===== src/hw/mcr_defs.vh =====
// Constants for the metering calibration register bank
//
// Function
// - The 16-bit line cycle count, reset to all ones, sets how many half line cycles line energy accumulates over.
// - The 8-bit sag half cycle count, reset to all ones, is the number of low half cycles that make a sag, for all phases.
// - One 8-bit sag threshold level, reset to zero, is the sag compare level shared by all three phases.
// - The voltage peak flag is set when the selected voltage exceeds the 8-bit voltage peak threshold, reset all ones.
// - The current peak flag is set when the selected current exceeds the 8-bit current peak threshold, reset all ones.
// - One 8-bit amplifier gain register selects channel gains, the no-load threshold and the absolute sum option.
// - Each phase has a 12-bit watt gain register, reset to zero, that calibrates its active power.
// - Each phase has a 12-bit apparent gain register, reset to zero, for apparent power calibration.
// - Each phase has a 5-bit phase trim register, reset to zero.
// - Each phase has a 12-bit power offset register, reset to zero.
// - A 12-bit pulse scale numerator, reset to zero, scales the calibrated pulse output.
// - A 12-bit pulse scale denominator, reset to 3Fh, scales the calibrated pulse output.
// - An 8-bit active energy divider, reset to zero, divides the active energy contents.
`ifndef MCR_DEFS_VH
`define MCR_DEFS_VH

// ****************************************
// Serial command byte
// ****************************************
`define MCR_CMD_WRITE_BIT      7
`define MCR_CMD_BITS           5'h08

// ****************************************
// Register addresses
// ****************************************
`define MCR_ADDR_LINE_CYC      6'h13
`define MCR_ADDR_SAG_CYC       6'h14
`define MCR_ADDR_SAG_LVL       6'h15
`define MCR_ADDR_V_PEAK        6'h16
`define MCR_ADDR_I_PEAK        6'h17
`define MCR_ADDR_GAIN_CFG      6'h18
`define MCR_ADDR_A_WATT_GAIN   6'h19
`define MCR_ADDR_B_WATT_GAIN   6'h1A
`define MCR_ADDR_C_WATT_GAIN   6'h1B
`define MCR_ADDR_A_APP_GAIN    6'h1C
`define MCR_ADDR_B_APP_GAIN    6'h1D
`define MCR_ADDR_C_APP_GAIN    6'h1E
`define MCR_ADDR_A_PH_TRIM     6'h1F
`define MCR_ADDR_B_PH_TRIM     6'h20
`define MCR_ADDR_C_PH_TRIM     6'h21
`define MCR_ADDR_A_PWR_OFS     6'h22
`define MCR_ADDR_B_PWR_OFS     6'h23
`define MCR_ADDR_C_PWR_OFS     6'h24
`define MCR_ADDR_PULSE_NUM     6'h25
`define MCR_ADDR_PULSE_DEN     6'h26
`define MCR_ADDR_ENERGY_DIV    6'h27

// ****************************************
// Reset values
// ****************************************
`define MCR_RST_LINE_CYC       16'hFFFF
`define MCR_RST_SAG_CYC        8'hFF
`define MCR_RST_SAG_LVL        8'h00
`define MCR_RST_V_PEAK         8'hFF
`define MCR_RST_I_PEAK         8'hFF
`define MCR_RST_GAIN_CFG       8'h00
`define MCR_RST_CAL12          12'h000
`define MCR_RST_PH_TRIM        5'h00
`define MCR_RST_PULSE_NUM      12'h000
`define MCR_RST_PULSE_DEN      12'h03F
`define MCR_RST_ENERGY_DIV     8'h00

`endif


===== src/hw/mcr_regs.v =====
// Metering calibration register bank with serial access and peak compare
`timescale 1ns/100ps
`default_nettype none
`include "mcr_defs.vh"

module mcr_regs (
	input  wire        i_clk,
	input  wire        i_reset,
	input  wire        i_sclk,
	input  wire        i_cs_n,
	input  wire        i_din,
	input  wire [7:0]  i_voltage_level,
	input  wire        i_voltage_valid,
	input  wire [7:0]  i_current_level,
	input  wire        i_current_valid,
	input  wire        i_peak_flags_clear,
	output reg         o_dout_q,
	output reg         o_dout_oe_q,
	output reg  [15:0] o_line_cycle_count_q,
	output reg  [7:0]  o_sag_half_cycle_count_q,
	output reg  [7:0]  o_sag_threshold_level_q,
	output reg  [7:0]  o_voltage_peak_threshold_q,
	output reg  [7:0]  o_current_peak_threshold_q,
	output reg  [7:0]  o_amplifier_gain_config_q,
	output reg  [11:0] o_phase_a_watt_gain_q,
	output reg  [11:0] o_phase_b_watt_gain_q,
	output reg  [11:0] o_phase_c_watt_gain_q,
	output reg  [11:0] o_phase_a_apparent_gain_q,
	output reg  [11:0] o_phase_b_apparent_gain_q,
	output reg  [11:0] o_phase_c_apparent_gain_q,
	output reg  [4:0]  o_phase_a_phase_trim_q,
	output reg  [4:0]  o_phase_b_phase_trim_q,
	output reg  [4:0]  o_phase_c_phase_trim_q,
	output reg  [11:0] o_phase_a_power_offset_q,
	output reg  [11:0] o_phase_b_power_offset_q,
	output reg  [11:0] o_phase_c_power_offset_q,
	output reg  [11:0] o_pulse_scale_numerator_q,
	output reg  [11:0] o_pulse_scale_denominator_q,
	output reg  [7:0]  o_active_energy_divider_q,
	output reg         o_voltage_peak_flag_q,
	output reg         o_current_peak_flag_q
);

	// ****************************************
	// Serial engine
	// ****************************************
	wire [5:0]  reg_addr;
	wire        wr_pulse;
	wire [15:0] wdata;
	wire        dout;
	wire        dout_oe;
	reg  [15:0] rdata;

	mcr_serial_port u_port (
		.i_clk        (i_clk),
		.i_reset      (i_reset),
		.i_sclk       (i_sclk),
		.i_cs_n       (i_cs_n),
		.i_din        (i_din),
		.i_rdata      (rdata),
		.o_addr_q     (reg_addr),
		.o_wr_pulse_q (wr_pulse),
		.o_wdata_q    (wdata),
		.o_dout_q     (dout),
		.o_dout_oe_q  (dout_oe)
	);

	// Retimed so that every top-level output leaves from a local flop
	always @(posedge i_clk or posedge i_reset) begin
		if (i_reset) begin
			o_dout_q    <= 1'b0;
			o_dout_oe_q <= 1'b0;
		end else begin
			o_dout_q    <= dout;
			o_dout_oe_q <= dout_oe;
		end
	end

	// ****************************************
	// Level sampling
	// ****************************************
	// Levels come from the metering datapath on this clock, so no synchroniser
	reg        v_over_q;
	reg        i_over_q;

	always @(posedge i_clk or posedge i_reset) begin
		if (i_reset) begin
			v_over_q <= 1'b0;
			i_over_q <= 1'b0;
		end else begin
			v_over_q <= i_voltage_valid && (i_voltage_level > o_voltage_peak_threshold_q);
			i_over_q <= i_current_valid && (i_current_level > o_current_peak_threshold_q);
		end
	end

	// ****************************************
	// Peak flags
	// ****************************************
	// An excursion in the cycle before the clearing cycle keeps the flag set
	always @(posedge i_clk or posedge i_reset) begin
		if (i_reset) begin
			o_voltage_peak_flag_q <= 1'b0;
			o_current_peak_flag_q <= 1'b0;
		end else begin
			if (v_over_q) begin
				o_voltage_peak_flag_q <= 1'b1;
			end else if (i_peak_flags_clear) begin
				o_voltage_peak_flag_q <= 1'b0;
			end
			if (i_over_q) begin
				o_current_peak_flag_q <= 1'b1;
			end else if (i_peak_flags_clear) begin
				o_current_peak_flag_q <= 1'b0;
			end
		end
	end

	// ****************************************
	// Address decode
	// ****************************************
	// Neighbouring addresses belong to other register groups of the device
	function in_bank;
		input [5:0] addr;
		begin
			in_bank = (addr >= `MCR_ADDR_LINE_CYC) && (addr <= `MCR_ADDR_ENERGY_DIV);
		end
	endfunction

	// ****************************************
	// Register writes
	// ****************************************
	// Upper bits of the write word beyond a register's width are discarded
	always @(posedge i_clk or posedge i_reset) begin
		if (i_reset) begin
			o_line_cycle_count_q        <= `MCR_RST_LINE_CYC;
			o_sag_half_cycle_count_q    <= `MCR_RST_SAG_CYC;
			o_sag_threshold_level_q     <= `MCR_RST_SAG_LVL;
			o_voltage_peak_threshold_q  <= `MCR_RST_V_PEAK;
			o_current_peak_threshold_q  <= `MCR_RST_I_PEAK;
			o_amplifier_gain_config_q   <= `MCR_RST_GAIN_CFG;
			o_phase_a_watt_gain_q       <= `MCR_RST_CAL12;
			o_phase_b_watt_gain_q       <= `MCR_RST_CAL12;
			o_phase_c_watt_gain_q       <= `MCR_RST_CAL12;
			o_phase_a_apparent_gain_q   <= `MCR_RST_CAL12;
			o_phase_b_apparent_gain_q   <= `MCR_RST_CAL12;
			o_phase_c_apparent_gain_q   <= `MCR_RST_CAL12;
			o_phase_a_phase_trim_q      <= `MCR_RST_PH_TRIM;
			o_phase_b_phase_trim_q      <= `MCR_RST_PH_TRIM;
			o_phase_c_phase_trim_q      <= `MCR_RST_PH_TRIM;
			o_phase_a_power_offset_q    <= `MCR_RST_CAL12;
			o_phase_b_power_offset_q    <= `MCR_RST_CAL12;
			o_phase_c_power_offset_q    <= `MCR_RST_CAL12;
			o_pulse_scale_numerator_q   <= `MCR_RST_PULSE_NUM;
			o_pulse_scale_denominator_q <= `MCR_RST_PULSE_DEN;
			o_active_energy_divider_q   <= `MCR_RST_ENERGY_DIV;
		end else if (wr_pulse && in_bank(reg_addr)) begin
			case (reg_addr)
			`MCR_ADDR_LINE_CYC: begin
				o_line_cycle_count_q <= wdata;
			end
			`MCR_ADDR_SAG_CYC: begin
				o_sag_half_cycle_count_q <= wdata[7:0];
			end
			`MCR_ADDR_SAG_LVL: begin
				o_sag_threshold_level_q <= wdata[7:0];
			end
			`MCR_ADDR_V_PEAK: begin
				o_voltage_peak_threshold_q <= wdata[7:0];
			end
			`MCR_ADDR_I_PEAK: begin
				o_current_peak_threshold_q <= wdata[7:0];
			end
			`MCR_ADDR_GAIN_CFG: begin
				o_amplifier_gain_config_q <= wdata[7:0];
			end
			`MCR_ADDR_A_WATT_GAIN: begin
				o_phase_a_watt_gain_q <= wdata[11:0];
			end
			`MCR_ADDR_B_WATT_GAIN: begin
				o_phase_b_watt_gain_q <= wdata[11:0];
			end
			`MCR_ADDR_C_WATT_GAIN: begin
				o_phase_c_watt_gain_q <= wdata[11:0];
			end
			`MCR_ADDR_A_APP_GAIN: begin
				o_phase_a_apparent_gain_q <= wdata[11:0];
			end
			`MCR_ADDR_B_APP_GAIN: begin
				o_phase_b_apparent_gain_q <= wdata[11:0];
			end
			`MCR_ADDR_C_APP_GAIN: begin
				o_phase_c_apparent_gain_q <= wdata[11:0];
			end
			`MCR_ADDR_A_PH_TRIM: begin
				o_phase_a_phase_trim_q <= wdata[4:0];
			end
			`MCR_ADDR_B_PH_TRIM: begin
				o_phase_b_phase_trim_q <= wdata[4:0];
			end
			`MCR_ADDR_C_PH_TRIM: begin
				o_phase_c_phase_trim_q <= wdata[4:0];
			end
			`MCR_ADDR_A_PWR_OFS: begin
				o_phase_a_power_offset_q <= wdata[11:0];
			end
			`MCR_ADDR_B_PWR_OFS: begin
				o_phase_b_power_offset_q <= wdata[11:0];
			end
			`MCR_ADDR_C_PWR_OFS: begin
				o_phase_c_power_offset_q <= wdata[11:0];
			end
			`MCR_ADDR_PULSE_NUM: begin
				o_pulse_scale_numerator_q <= wdata[11:0];
			end
			`MCR_ADDR_PULSE_DEN: begin
				o_pulse_scale_denominator_q <= wdata[11:0];
			end
			`MCR_ADDR_ENERGY_DIV: begin
				o_active_energy_divider_q <= wdata[7:0];
			end
			default: begin
				// Addresses outside this bank belong to other blocks
			end
			endcase
		end
	end

	// ****************************************
	// Read-back
	// ****************************************
	// Narrow registers are zero-extended; foreign addresses read as zero
	always @* begin
		case (reg_addr)
		`MCR_ADDR_LINE_CYC: begin
			rdata = o_line_cycle_count_q;
		end
		`MCR_ADDR_SAG_CYC: begin
			rdata = {8'h00, o_sag_half_cycle_count_q};
		end
		`MCR_ADDR_SAG_LVL: begin
			rdata = {8'h00, o_sag_threshold_level_q};
		end
		`MCR_ADDR_V_PEAK: begin
			rdata = {8'h00, o_voltage_peak_threshold_q};
		end
		`MCR_ADDR_I_PEAK: begin
			rdata = {8'h00, o_current_peak_threshold_q};
		end
		`MCR_ADDR_GAIN_CFG: begin
			rdata = {8'h00, o_amplifier_gain_config_q};
		end
		`MCR_ADDR_A_WATT_GAIN: begin
			rdata = {4'h0, o_phase_a_watt_gain_q};
		end
		`MCR_ADDR_B_WATT_GAIN: begin
			rdata = {4'h0, o_phase_b_watt_gain_q};
		end
		`MCR_ADDR_C_WATT_GAIN: begin
			rdata = {4'h0, o_phase_c_watt_gain_q};
		end
		`MCR_ADDR_A_APP_GAIN: begin
			rdata = {4'h0, o_phase_a_apparent_gain_q};
		end
		`MCR_ADDR_B_APP_GAIN: begin
			rdata = {4'h0, o_phase_b_apparent_gain_q};
		end
		`MCR_ADDR_C_APP_GAIN: begin
			rdata = {4'h0, o_phase_c_apparent_gain_q};
		end
		`MCR_ADDR_A_PH_TRIM: begin
			rdata = {11'h000, o_phase_a_phase_trim_q};
		end
		`MCR_ADDR_B_PH_TRIM: begin
			rdata = {11'h000, o_phase_b_phase_trim_q};
		end
		`MCR_ADDR_C_PH_TRIM: begin
			rdata = {11'h000, o_phase_c_phase_trim_q};
		end
		`MCR_ADDR_A_PWR_OFS: begin
			rdata = {4'h0, o_phase_a_power_offset_q};
		end
		`MCR_ADDR_B_PWR_OFS: begin
			rdata = {4'h0, o_phase_b_power_offset_q};
		end
		`MCR_ADDR_C_PWR_OFS: begin
			rdata = {4'h0, o_phase_c_power_offset_q};
		end
		`MCR_ADDR_PULSE_NUM: begin
			rdata = {4'h0, o_pulse_scale_numerator_q};
		end
		`MCR_ADDR_PULSE_DEN: begin
			rdata = {4'h0, o_pulse_scale_denominator_q};
		end
		`MCR_ADDR_ENERGY_DIV: begin
			rdata = {8'h00, o_active_energy_divider_q};
		end
		default: begin
			rdata = 16'h0000;
		end
		endcase
	end

endmodule // mcr_regs
`default_nettype wire


===== src/hw/mcr_serial_port.v =====
// Serial port engine: command byte, address decode and data shifting
`timescale 1ns/100ps
`default_nettype none
`include "mcr_defs.vh"

module mcr_serial_port (
	input  wire        i_clk,
	input  wire        i_reset,
	input  wire        i_sclk,
	input  wire        i_cs_n,
	input  wire        i_din,
	input  wire [15:0] i_rdata,
	output reg  [5:0]  o_addr_q,
	output reg         o_wr_pulse_q,
	output reg  [15:0] o_wdata_q,
	output reg         o_dout_q,
	output reg         o_dout_oe_q
);

	// Registers wider than one byte take two bytes on the wire
	function two_bytes;
		input [5:0] addr;
		begin
			two_bytes = (addr == `MCR_ADDR_LINE_CYC) ||
				(addr >= `MCR_ADDR_A_WATT_GAIN && addr <= `MCR_ADDR_C_APP_GAIN) ||
				(addr >= `MCR_ADDR_A_PWR_OFS && addr <= `MCR_ADDR_PULSE_DEN);
		end
	endfunction

	// ****************************************
	// Pin synchronisers
	// ****************************************
	reg        sclk_s1_q, sclk_s2_q, sclk_s3_q;
	reg        cs_n_s1_q, cs_n_s2_q;
	reg        din_s1_q,  din_s2_q;
	wire       sclk_rise = sclk_s2_q & ~sclk_s3_q;
	wire       sclk_fall = ~sclk_s2_q & sclk_s3_q;

	reg  [4:0]  bit_cnt_q;
	reg  [15:0] rx_q;
	reg  [15:0] tx_q;
	reg         is_wr_q;
	reg         wide_q;
	reg         load_q;
	reg         done_q;
	wire [15:0] rx_d    = {rx_q[14:0], din_s2_q};
	wire [5:0]  cmd_adr = rx_d[5:0];
	wire [4:0]  last_bit = wide_q ? 5'h18 : 5'h10;

	always @(posedge i_clk or posedge i_reset) begin
		if (i_reset) begin
			sclk_s1_q <= 1'b0;
			sclk_s2_q <= 1'b0;
			sclk_s3_q <= 1'b0;
			cs_n_s1_q <= 1'b1;
			cs_n_s2_q <= 1'b1;
			din_s1_q  <= 1'b0;
			din_s2_q  <= 1'b0;
		end else begin
			sclk_s1_q <= i_sclk;
			sclk_s2_q <= sclk_s1_q;
			sclk_s3_q <= sclk_s2_q;
			cs_n_s1_q <= i_cs_n;
			cs_n_s2_q <= cs_n_s1_q;
			din_s1_q  <= i_din;
			din_s2_q  <= din_s1_q;
		end
	end

	// ****************************************
	// Transfer sequencing
	// ****************************************
	always @(posedge i_clk or posedge i_reset) begin
		if (i_reset) begin
			bit_cnt_q    <= 5'h00;
			rx_q         <= 16'h0000;
			tx_q         <= 16'h0000;
			is_wr_q      <= 1'b0;
			wide_q       <= 1'b0;
			load_q       <= 1'b0;
			done_q       <= 1'b0;
			o_addr_q     <= 6'h00;
			o_wr_pulse_q <= 1'b0;
			o_wdata_q    <= 16'h0000;
			o_dout_q     <= 1'b0;
			o_dout_oe_q  <= 1'b0;
		end else begin
			o_wr_pulse_q <= 1'b0;
			load_q       <= 1'b0;
			if (cs_n_s2_q) begin
				// Deselect aborts a partial frame; a short write is dropped
				bit_cnt_q   <= 5'h00;
				done_q      <= 1'b0;
				o_dout_oe_q <= 1'b0;
			end else begin
				if (sclk_fall && !done_q) begin
					bit_cnt_q <= bit_cnt_q + 5'h01;
					rx_q      <= rx_d;
					if (bit_cnt_q == `MCR_CMD_BITS - 5'h01) begin
						o_addr_q <= cmd_adr;
						is_wr_q  <= rx_d[`MCR_CMD_WRITE_BIT];
						wide_q   <= two_bytes(cmd_adr);
						load_q   <= ~rx_d[`MCR_CMD_WRITE_BIT];
						rx_q     <= 16'h0000;
					end else if (bit_cnt_q == last_bit - 5'h01) begin
						done_q <= 1'b1;
						if (is_wr_q) begin
							o_wr_pulse_q <= 1'b1;
							o_wdata_q    <= wide_q ? rx_d : {8'h00, rx_d[7:0]};
						end
					end
				end
				// Read data is captured one cycle after the address settles
				if (load_q) begin
					tx_q        <= wide_q ? i_rdata : {i_rdata[7:0], 8'h00};
					o_dout_oe_q <= 1'b1;
				end else if (sclk_rise && bit_cnt_q >= `MCR_CMD_BITS && !is_wr_q) begin
					o_dout_q <= tx_q[15];
					tx_q     <= {tx_q[14:0], 1'b0};
				end
			end
		end
	end

endmodule // mcr_serial_port
`default_nettype wire

===== config.mk =====
export PLATFORM = sky130hd
export DESIGN_NAME = mcr_regs
export DESIGN_NICKNAME = d
export VERILOG_FILES = /design/src/hw/mcr_regs.v /design/src/hw/mcr_serial_port.v
export VERILOG_INCLUDE_DIRS = /design/src /design/src/hw
export SDC_FILE = /design/constraint.sdc
export NUM_CORES = 1
export LEC_CHECK = 0
export ABC_AREA = 1
export BUFFER_PORTS_ARGS = -buffer_cell sky130_fd_sc_hd__buf_4
export CAP_MARGIN = 20
export CORE_ASPECT_RATIO = 2
export CORE_MARGIN = 3
export CORE_UTILIZATION = 23
export CTS_CLUSTER_DIAMETER = 30
export CTS_CLUSTER_SIZE = 30
export DETAILED_ROUTE_END_ITERATION = 10
export PLACE_DENSITY = 0.43
export SYNTH_ARGS = -nofsm -noshare
export SYNTH_HDL_FRONTEND = slang
export SYNTH_HIERARCHICAL = 1
export SYNTH_SLANG_ARGS = --single-unit

===== constraint.sdc =====
create_clock -name i_clk -period 12 [get_ports i_clk]
set_input_delay 0.6 -clock i_clk [delete_from_list [all_inputs] [get_ports i_clk]]
set_output_delay 0.6 -clock i_clk [all_outputs]
set_load 0.1 [all_outputs]

==> metrics.csv <==
stage,metric,value,unit
routing,dr.pass1.iters,5,
routing,dr_wl_met2,31700,um
timing,setup_viol,0,
critical_path,path_class,reg2reg,
floorplanning,die_x,181,um
power,peakVddDrop,82.8,uV
finish,drive_gt1_share,24.9,%
power,powerDensity,137,nW/um^2
power,p_leak,8.44,nW
critical_path,r2r_start,u_port/o_addr_q[3],
hold_path,hold_path_class,in2reg,
routing,wl_per_cell,21.9,um
clock_tree,cts_htree_levels,2,
power,finalPower,0.00250,W
synthesis,avgSynthCellArea,8.29,sq um
clock_tree,cts-root-buf,clkbuf_16,
global_route,first_global_vias,12700,
timing,worst_clock_skew,0.0246,ns
timing,timing.final.crit_share,24.0,%
timing,hold_violations,0,
global_route,grt_usage,18.2,%
placed_design,placed_cells_incl_taps,2645,
critical_path,worstPathMaxFanout,19,
placed_design,preCtsSetupSlack,9.11,ns
routing,dr.max_layer_used,met4,
clock_tree,clock-sinks,289,
timing,hold_ws,0.139,ns
synthesis,ys_ff_latch,289,
global_route,antenna_found_initial,0,
routing,drtIter0Drc,1012,
routing,dr_wl_met3,3450,um
finish,final_common_cell,nand2_1,
synthesis,yosysSeqAreaShare,51.8,%
clock_tree,clk_latency,0.57,ns
floorplanning,rows,127,
synthesis,syn_area,14100,sq um
routing,vias,12700,
finish,fillerInstances,6375,
floorplanning,core,60200,sq um
timing,slew_headroom,23.6,%
finish,layout_common_cells,"nand2_1, buf_4, dfrtp_1",
timing,max_freq,0.348,GHz
timing,worstMarginPinSlew,1.14,ns
timing,slew_violations,0,
hold_path,min_delay_path_depth,1,
critical_path,setup.worst_path.start,u_port/o_addr_q[3],
global_route,grt_overflow,0,
clock_tree,cts.clk_slew.worst_paths,0.05,ns
global_route,grt_max_degree,102,
job,cap_violations,0,
clock_tree,numCtsBuffers,49,
critical_path,start_kind,flip-flop,
clock_tree,cts.path.max_buffers,3,
synthesis,netlist_instances,1700,
outcome,status,completed,
critical_path,reg2reg_depth,11,
critical_path,endpoint_kind,flip-flop,
critical_path,cp.arrival,3.39,ns
placed_design,gp_congestion,0.864,
critical_path,required,12.51,ns
global_route,grt_pass1_wl,87600,um
routing,ant_nets,0,
timing,rsz0062_at_grt,false,
routing,drt-total-wl,60000,um
placed_design,post-dp-hpwl,45100,um
finish,num-nets-final,1965,
clock_tree,cts_tree,yes,
floorplanning,die_area,64400,sq um
synthesis,ys_types,33,
routing,wl_met1,21600,um
finish,diodes,0,
routing,drc,0,
timing,setup_ws,9.12,ns
synthesis,yosys_warnings,6,
placed_design,placement.io_buffers,238,
clock_tree,ctsResizeCount,0,
timing,min_period,2.88,ns
timing,fin_tns_setup,0,ns
routing,viasPerCell,4.62,
finish,syn_to_final_growth,29.3,%
floorplanning,start_util,23.4,%
floorplanning,ios,239,
synthesis,syn-num-nets,1741,
hold_path,hp-start,i_sclk,
finish,fin_cells,2738,
floorplanning,fp.dieH,356,um
[state kept, by name, indices dropped and copies added (netlist names), 15 cells and up]
signal,flops
o_line_cycle_count_q,16
u_port/o_wdata_q,16
u_port/tx_q,16
u_port/rx_q,15
[synth_stat cells (all sizes together)]
master  instances  area share (%)
a211oi          1           0.053
a21oi          24            0.85
buf            54             2.5
clkbuf         28            0.75
clkinv          1           0.035
dfrtp         241              43
dfstp          48             9.0
ha             17             1.5
inv           137             3.6
nand2         583              16
nand3         149             5.5
nand4          48             3.4
nor2          119             4.6
nor3            7            0.25
o21ai         239             8.9
o21bai          2            0.11
o31ai           1           0.053
or2             1           0.044
[area by class of cell]
cell class | count | area (sq um) | area share (%)
Multi-Input combinational cell | 1191 | 5820 | 31.9
Inverter | 138 | 527 | 2.89
Clock inverter | 36 | 403 | 2.21
Clock buffer | 55 | 1270 | 6.96
Tap cell | 774 | 968 | 5.31
Sequential cell | 289 | 7290 | 40.0
Timing Repair Buffer | 255 | 1940 | 10.7
[routing by layer]
| metal | vias up | global-route usage [%] |
|---|---|---|
| met2 | 453 | 33.5 |
| met4 | 0 | 9.20 |
| met1 | 6076 | 19.7 |
| li1 | 6001 | - |
| met5 | - | 0 |
| met3 | 125 | 3.50 |
[final timing paths]
kind / endpoint / slack (ns)
max: u_port/tx_q[7] / 9.12
max in group asynchronous: o_phase_b_apparent_gain_q[3] / 9.83
max reg2reg: u_port/tx_q[7] / 9.12
min: u_port/sclk_s1_q / 0.14
min reg2reg: u_port/cs_n_s2_q / 0.35
min in group asynchronous: u_port/o_wdata_q[9] / 0.50
[worst max-delay path, stage by stage, from the launching register on]
cell and delay, ns:
dfrtp_1 0.50, nor2_4 0.46, nand2_2 0.16, nor2_2 0.72
nand2_1 0.10, nand3_1 0.16, nor2_1 0.07, nand3_1 0.08
inv_1 0.06, o21ai_0 0.28, nand3_1 0.12, nand2_1 0.09
[logic make-up (layout without fill, tap and decap cells)]
logic type | count (synthesis) | after routing | synth area share [%]
buffers and inverters | 220 | 484 | 6.94
flip-flops | 289 | 289 | 51.8
AND/OR/NAND/NOR | 907 | 907 | 29.8
AO/OA/AOI/OAI | 267 | 267 | 10.0
adder cells (fa/ha/maj) | 17 | 17 | 1.51
[power by group]
part	switching, W	leakage, nW	internal (W)	total (W)
Combinational	0.0000465	3.79	0.0000176	0.0000641
Clock	0.000536	0.812	0.000901	0.00144
Sequential	0.00000959	3.84	0.000986	0.000995
[what timing repair did]
| item | CTS | global route |
|---|---|---|
| hold buffers | 1 | 0 |
| hold endpoints to repair | 6 | 0 |
| buffers inserted | 0 | 0 |
[stage by stage]
stage	utilization, %	area (sq um)
floorplan	-	14100
global placement	27.4	16500
detailed placement	27.5	16500
CTS	30.2	18200
global route	30.3	18200
finish	30.3	18200
(Power assumes the default switching activity.)
